`config.mk`:
```
export PLATFORM = sky130hd
export DESIGN_NAME = rx_frame_header_status
export DESIGN_NICKNAME = d
export VERILOG_FILES = /design/src/include/rx_status_pkg.sv /design/src/include/rx_class_if.sv /design/src/rtl/rx_frame_classifier.sv /design/src/rtl/rx_frame_header_status.sv
export VERILOG_INCLUDE_DIRS = /design/src /design/src/include
export SDC_FILE = /design/constraint.sdc
export NUM_CORES = 1
export LEC_CHECK = 0
export BUFFER_PORTS_ARGS = -buffer_cell sky130_fd_sc_hd__buf_2
export CAP_MARGIN = 10
export CORE_MARGIN = 1
export CORE_UTILIZATION = 45
export DETAILED_ROUTE_END_ITERATION = 8
export GPL_TIMING_DRIVEN = 1
export PLACE_DENSITY = 0.77
export SYNTH_ARGS = -nofsm -noshare
export SYNTH_HDL_FRONTEND = slang
export SYNTH_HIERARCHICAL = 1
export SYNTH_SLANG_ARGS = --single-unit
```
`constraint.sdc`:
```
create_clock -name clock -period 2.9 [get_ports clock]
set_input_delay 0.29 -clock clock [delete_from_list [all_inputs] [get_ports clock]]
set_output_delay 0.29 -clock clock [all_outputs]
set_load 0.005 [all_outputs]
```
`src/include/rx_status_consts.svh`:
```
// Offsets, field positions, reset values and limits of the receive status bank.
// Assumes inclusion by bare name from package and design files.
`ifndef RX_STATUS_CONSTS_SVH
`define RX_STATUS_CONSTS_SVH

// Register indices and byte addresses; status and count byte addresses are four times the index
`define IDX_FRAME_STATUS   14'h017C
`define IDX_FRAME_COUNT    14'h017E
`define ADDR_FRAME_STATUS  (`IDX_FRAME_STATUS << 2)
`define ADDR_FRAME_COUNT   (`IDX_FRAME_COUNT << 2)
`define ADDR_RX_CONTROL    14'h0600
`define ADDR_RX_ADVANCE    14'h0604
`define ADDR_W             14

// Status word fields
`define ST_VALID    15
`define ST_ICMP     13
`define ST_IPHDR    12
`define ST_TCP      11
`define ST_UDP      10
`define ST_BCAST    7
`define ST_MCAST    6
`define ST_UCAST    5
`define ST_FTYPE    3
`define ST_RUNT     1
`define ST_CRC      0
`define ST_RSVD_MASK 16'h4314

// Control and advance fields
`define CTL_PASS_BAD   0
`define ADV_NEXT       0
`define PASS_BAD_RST   1'b0

// Frame classification
`define LEN_TYPE_MAX   16'h05DC
`define BCAST_ADDR     48'hFFFF_FFFF_FFFF
`define GROUP_BIT      40

// Bus encodings
`define HTRANS_NONSEQ  2'h2
`define HSIZE_WORD     3'h2
`define HRESP_OKAY     1'b0

`endif

```
`src/include/rx_status_pkg.sv`:
```
// Types shared by the receive status bank and its classifier.
// Assumes the constants header is on the include path.
`include "rx_status_consts.svh"
package rx_status_pkg;
   typedef logic [15:0] status_word_t;
   typedef logic [11:0] byte_count_t;
   typedef logic [31:0] bus_word_t;
   typedef logic [47:0] mac_addr_t;
endpackage

```
`src/include/rx_class_if.sv`:
```
// Raw frame facts in, status word and keep decision out.
// Assumes the classifier is purely combinational.
`timescale 1ns/1ns
`default_nettype none
interface rx_class_if;
   import rx_status_pkg::*;
   mac_addr_t    dst_addr;
   logic [15:0]  len_type;
   logic         runt;
   logic         crc_bad;
   logic [3:0]   csum_bad;
   logic         pass_bad;
   status_word_t status_word;
   logic         keep;
   modport cls (input dst_addr, len_type, runt, crc_bad, csum_bad, pass_bad,
                output status_word, keep);
   modport top (output dst_addr, len_type, runt, crc_bad, csum_bad, pass_bad,
                input status_word, keep);
endinterface
`default_nettype wire

```
`src/rtl/rx_frame_classifier.sv`:
```
// Builds the header status word of one finished frame and decides if it is kept.
// Assumes csum_bad is {icmp, ip header, tcp, udp}.
`timescale 1ns/1ns
`default_nettype none
`include "rx_status_consts.svh"
module rx_frame_classifier (
   rx_class_if.cls cls     // Frame facts and status
);
   import rx_status_pkg::*;

   logic bcast;
   logic mcast;

   assign bcast = (cls.dst_addr == `BCAST_ADDR);
   assign mcast = cls.dst_addr[`GROUP_BIT];

   always_comb begin
      cls.status_word = '0;
      cls.status_word[`ST_VALID] = 1'b1;
      cls.status_word[`ST_ICMP]  = cls.csum_bad[3];
      cls.status_word[`ST_IPHDR] = cls.csum_bad[2];
      cls.status_word[`ST_TCP]   = cls.csum_bad[1];
      cls.status_word[`ST_UDP]   = cls.csum_bad[0];
      cls.status_word[`ST_BCAST] = bcast;
      cls.status_word[`ST_MCAST] = mcast | bcast;
      cls.status_word[`ST_UCAST] = ~(mcast | bcast);
      // Meaningless for runts, left as computed
      cls.status_word[`ST_FTYPE] = (cls.len_type > `LEN_TYPE_MAX);
      cls.status_word[`ST_RUNT]  = cls.runt;
      cls.status_word[`ST_CRC]   = cls.crc_bad;
   end

   assign cls.keep = ~((cls.runt | cls.crc_bad) & ~cls.pass_bad);

endmodule // rx_frame_classifier
`default_nettype wire

```
`src/rtl/rx_frame_header_status.sv`:
```
// Receive frame header status bank: per-frame status queue behind AHB-Lite.
// Assumes frame facts are valid in the cycle frame_done is high.
//
// The AHB-Lite register port was chosen for this implementation.
`timescale 1ns/1ns
`default_nettype none
`include "rx_status_consts.svh"

module rx_frame_header_status #(
   parameter int DEPTH = 4                        // Queued frames
) (
   input  wire logic                      clock,        // System clock
   input  wire logic                      rst_n,        // Sync reset, low
   input  wire logic                      hsel,         // Slave select
   input  wire logic [31:0]               haddr,        // Byte address
   input  wire logic [1:0]                htrans,       // Transfer type
   input  wire logic                      hwrite,       // Write
   input  wire logic [2:0]                hsize,        // Transfer size
   input  wire logic                      hready,       // Bus ready
   input  wire rx_status_pkg::bus_word_t  hwdata,       // Write data
   output var  rx_status_pkg::bus_word_t  hrdata,       // Read data
   output logic                           hreadyout,    // Slave ready
   output logic                           hresp,        // Always OKAY
   input  wire logic                      frame_done,   // Frame ended, pulse
   input  wire rx_status_pkg::byte_count_t frame_bytes, // Frame size
   input  wire rx_status_pkg::mac_addr_t  dst_addr,     // Destination
   input  wire logic [15:0]               len_type,     // Length/type
   input  wire logic                      runt_in,      // Collision or early end
   input  wire logic                      crc_bad_in,   // CRC failed
   input  wire logic [3:0]                csum_bad_in,  // ICMP, IP, TCP, UDP
   output logic                           frame_accept  // Queue has room
);
   import rx_status_pkg::*;

   localparam int AW = (DEPTH > 1) ? $clog2(DEPTH) : 1;

   // Pointers wrap freely, so only powers of two work
   if (DEPTH < 2 || (DEPTH & (DEPTH - 1)) != 0) begin : g_depth_check
      $error("DEPTH must be a power of two, at least 2");
   end

   rx_class_if cls_if ();

   rx_frame_classifier u_classifier (
      .cls (cls_if.cls)
   );

   logic pass_bad_ff;

   assign cls_if.dst_addr = dst_addr;
   assign cls_if.len_type = len_type;
   assign cls_if.runt     = runt_in;
   assign cls_if.crc_bad  = crc_bad_in;
   assign cls_if.csum_bad = csum_bad_in;
   assign cls_if.pass_bad = pass_bad_ff;

   // Frame status queue
   status_word_t      status_mem [DEPTH];
   byte_count_t       count_mem  [DEPTH];
   logic [AW-1:0]     wr_ptr_ff;
   logic [AW-1:0]     rd_ptr_ff;
   logic [AW:0]       level_ff;
   logic              full;
   logic              empty;
   logic              push;
   logic              pop;
   status_word_t      head_word;
   byte_count_t       head_cnt;

   assign full         = (level_ff == (AW+1)'(DEPTH));
   assign empty        = (level_ff == '0);
   assign frame_accept = ~full;
   assign push         = frame_done & cls_if.keep & ~full;

   // Nothing pending shows as an all-zero word
   assign head_word = empty ? '0 : status_mem[rd_ptr_ff];
   assign head_cnt  = empty ? '0 : count_mem[rd_ptr_ff];

   always_ff @(posedge clock) begin
      if (push) begin
         status_mem[wr_ptr_ff] <= cls_if.status_word;
         count_mem[wr_ptr_ff]  <= frame_bytes;
      end
   end

   always_ff @(posedge clock) begin
      if (!rst_n)
         wr_ptr_ff <= '0;
      else if (push)
         wr_ptr_ff <= wr_ptr_ff + AW'(1);
   end

   // Head only moves on host advance
   always_ff @(posedge clock) begin
      if (!rst_n)
         rd_ptr_ff <= '0;
      else if (pop)
         rd_ptr_ff <= rd_ptr_ff + AW'(1);
   end

   always_ff @(posedge clock) begin
      if (!rst_n)
         level_ff <= '0;
      else if (push && !pop)
         level_ff <= level_ff + (AW+1)'(1);
      else if (pop && !push)
         level_ff <= level_ff - (AW+1)'(1);
   end

   // AHB-Lite slave
   logic                accept;
   logic                wr_pend_ff;
   logic                rd_wait_ff;
   logic [`ADDR_W-1:0]  addr_ff;
   logic                adv_wr;
   bus_word_t           nxt_hrdata;
   bus_word_t           hrdata_ff;

   assign accept = hsel & hready & (htrans == `HTRANS_NONSEQ)
                   & (hsize == `HSIZE_WORD);

   always_ff @(posedge clock) begin
      if (!rst_n)
         addr_ff <= '0;
      else if (accept)
         addr_ff <= haddr[`ADDR_W-1:0];
   end

   always_ff @(posedge clock) begin
      if (!rst_n)
         wr_pend_ff <= 1'b0;
      else if (hready)
         wr_pend_ff <= accept & hwrite;
   end

   // One wait state lets a prior advance settle
   always_ff @(posedge clock) begin
      if (!rst_n)
         rd_wait_ff <= 1'b0;
      else
         rd_wait_ff <= accept & ~hwrite;
   end

   assign hreadyout = ~rd_wait_ff;
   assign hresp     = `HRESP_OKAY;

   // Writes reach only control and advance
   always_ff @(posedge clock) begin
      if (!rst_n)
         pass_bad_ff <= `PASS_BAD_RST;
      else if (wr_pend_ff && addr_ff == `ADDR_RX_CONTROL)
         pass_bad_ff <= hwdata[`CTL_PASS_BAD];
   end

   assign adv_wr = wr_pend_ff & (addr_ff == `ADDR_RX_ADVANCE)
                   & hwdata[`ADV_NEXT];
   assign pop    = adv_wr & ~empty;

   always_comb begin
      nxt_hrdata = '0;
      unique case (addr_ff)
         `ADDR_FRAME_STATUS: nxt_hrdata[15:0] = head_word;
         `ADDR_FRAME_COUNT:  nxt_hrdata[11:0] = head_cnt;
         `ADDR_RX_CONTROL:   nxt_hrdata[`CTL_PASS_BAD] = pass_bad_ff;
         `ADDR_RX_ADVANCE:   nxt_hrdata[AW:0] = level_ff;
         default:            nxt_hrdata = '0;
      endcase
   end

   always_ff @(posedge clock) begin
      if (!rst_n)
         hrdata_ff <= '0;
      else if (rd_wait_ff)
         hrdata_ff <= nxt_hrdata;
   end

   assign hrdata = hrdata_ff;
endmodule // rx_frame_header_status
`default_nettype wire

```
==> impl_metrics.yaml <==
synth:
  synth_seq_cells: 154
  post_synth_inst_count: 401
  ys_top_cells_by_area: "edfxtp_1 53%, dfxtp_1 13%, mux4_2 10%"
  ys_warn_count: 6
  syn_avg_cell_area_um2: 15.7
  yosysMostFrequentCell: "edfxtp_1"
  synth-seq-area-share_pct: 66.8
  synth-edff-count: 112
  netlist_area_mm2: 0.00630
  yosysUniqueCellTypes: 47
  yosysTopAreaCell: "edfxtp_1"
  synth_ff_type: "edfxtp_1"
  yosys-top-cells-count: "112 x edfxtp_1, 42 x dfxtp_1, 30 x buf_4"
  synthArstFlopShare_pct: 0
  netlist.area_leader.share_pct: 53.4
die:
  core_mm2: 0.0135
  die_w_um: 120
  die_area_mm2: 0.0145
  start_util_pct: 46.8
  core.rowCount: 42
  num_io_pins: 192
  die_h_um: 120
placement:
  hpwl_um: 8330
  place_area_mm2: 0.00706
  gp_congestion: 0.882
  port_buffers: 125
  place_ws_ns: 0.401
global_route:
  use_met2_pct: 32.1
  overflow: 0
  gr-usage-met1_pct: 20.4
  use_met3_pct: 5.42
  grt_first_pass_wirelength_um: 19300
  grt_pass1_vias: 3911
  antenna_found_initial: 0
  grt_usage_pct: 18.1
  grt.busiest_layer: "met2"
  grt_max_degree: 29
timing:
  max-slew-margin-rel_pct: 34.0
  hold_viol: 0
  finalSetupViolCount: 0
  worstMarginPinSlew_ns: 0.986
  max_freq_mhz: 393
  fin_setup_tns_ns: 0
  setup_ws_ns: 0.354
  rsz0062_at_grt: "no"
  finalMaxSlewViolations: 0
  post-route-period-util_pct: 87.8
  holdWs_ns: 0.0665
  fin_crit_ns: 2.55
  clock_skew_ns: 0.00590
pwr:
  finalPower_mw: 4.68
  pwr_density_cell_mw_per_mm2: 613
  ir_drop_uv: 437
  power_leakage_nw: 2.78
critical_path:
  worst_ep_required_time_ns: 3.25
  max_stage_delay_ns: 0.64
  cp_max_fo: 5
  cp_cell_sequence: "or4b_1 > nor4_1 > nand2_1 > ha_1 > inv_1 > fa_1 > xor2_1 > or3_1 > a21oi_1"
  cp-start-kind: "flop"
  path_class: "reg2reg"
  critPathArrivalTime_ns: 2.89
  critical-path-slowest-cell: "or4b_1"
  cp-end-kind: "flop"
detailed_routing:
  drc_errors: 0
  vias: 3749
  drt_wl_total_um: 12100
  detail_route.wl_per_cell_um: 16.7
  first_pass_iters: 4
  drtIter0Drc: 199
  final_antenna_net_count: 0
  vias_per_cell: 5.19
cells_and_area:
  nNetsFinal: 697
  layout-drive-gt1-share_pct: 37.1
  antennaDiodeCount: 0
  syn_to_final_growth_pct: 21.1
  fillCellCount: 1061
  final_area_mm2: 0.00763
cts:
  numCtsBuffers: 17
  root_buffer: "clkbuf_16"
  cts_sinks: 154
  path_clk_slew_ns: 0.06
  postCtsSetupBuffers: 0
  cts_buffer_depth: 2
  cts_resized: 0
  postCtsHoldBufs: 0
  clk_latency_ns: 0.42
  htree_num_levels: 4
  cts_tree: "done"
worst_hold_path:
  hold_class: "in2reg"
run:
  maxCapViolCount: 0
status:
  status: "complete, no violations"
-- cells in the final DEF, fill, tap and decap left out, types with 3 or more instances in the layout --
master	instances
and2_1	4
o21ai_0	15
or3_1	3
ha_1	5
buf_2	125
nor4_1	6
inv_6	3
a21oi_1	12
conb_1	23
nand3_1	5
inv_1	6
nand2_1	13
and3_1	3
mux4_2	28
clkinv_1	3
a32o_1	4
clkbuf_16	17
mux2_2	4
clkbuf_1	3
nand4_1	13
buf_4	11
dfxtp_1	41
edfxtp_1	112
mux2i_1	25
nor2b_1	6
nor2_1	23
-- registers in the layout (all words and copies together), names as in the netlist, named ones only --
signal,cells
addr_ff,14
cls_if.pass_bad,1
count_mem,48
hrdata,16
level_ff,3
rd_ptr_ff,2
rd_wait_ff,1
status_mem,64
wr_pend_ff,1
wr_ptr_ff,2
-- power by group --
| part | switching (mW) | internal, mW | total (mW) |
|---|---|---|---|
| clock | 0.827 | 1.29 | 2.12 |
| combinational | 0.0856 | 0.0850 | 0.171 |
| sequential | 0.00950 | 2.38 | 2.39 |
-- worst paths after layout --
kind	slack [ns]	startpoint	cells after the start	endpoint
max	0.35	addr_ff[13]	9	level_ff[2]
min	0.07	hwrite	2	rd_wait_ff
max reg2reg	0.35	addr_ff[13]	9	level_ff[2]
min reg2reg	0.45	hrdata[4]	2	hrdata[4]
-- cell families (layout without fill, tap and decap cells) --
family	Yosys count	in the layout	synth area share, %
multiplexers	57	57	14.7
XOR/XNOR	3	3	0.417
adder cells (fa/ha/maj)	6	6	1.31
buffers and inverters	51	177	5.03
other	3	23	0.179
AO/OA/AOI/OAI	37	37	3.58
flip-flops	154	154	66.8
AND/OR/NAND/NOR	90	90	8.03
-- area by class of cell --
| type | count | area, um^2 | share of cell area [%] |
|---|---|---|---|
| sequential | 154 | 4210 | 55.1 |
| multi-input combinational | 216 | 1860 | 24.3 |
| clock inverter | 11 | 120 | 1.57 |
| tap | 176 | 220 | 2.89 |
| timing repair buffer | 138 | 748 | 9.81 |
| clock buffer | 21 | 450 | 5.91 |
| inverter | 7 | 26.3 | 0.344 |
-- metrics by stage --
stage / instances / utilization, %
global placement: 691 / 52.5
CTS: 723 / 56.7
detailed placement: 691 / 52.5
global route: 723 / 56.7
floorplan: 421 / -
finish: 723 / 56.7
-- worst max-delay path: cells and delay by family (launching register included) --
kind | cells | cell delay (ns)
XOR/XNOR | 1 | 0.07
AND/OR/NAND/NOR | 4 | 1.47
AO/OA/AOI/OAI | 1 | 0.14
adder cells (fa/ha/maj) | 2 | 0.40
buffers and inverters | 1 | 0.08
flip-flops | 1 | 0.31
-- metal layers --
layer,vias up,share of wire (%)
met5,-,0
met1,1816,40
li1,1766,-
met4,0,1.5
met3,17,7.3
met2,150,51
(Power assumes the default switching activity.)
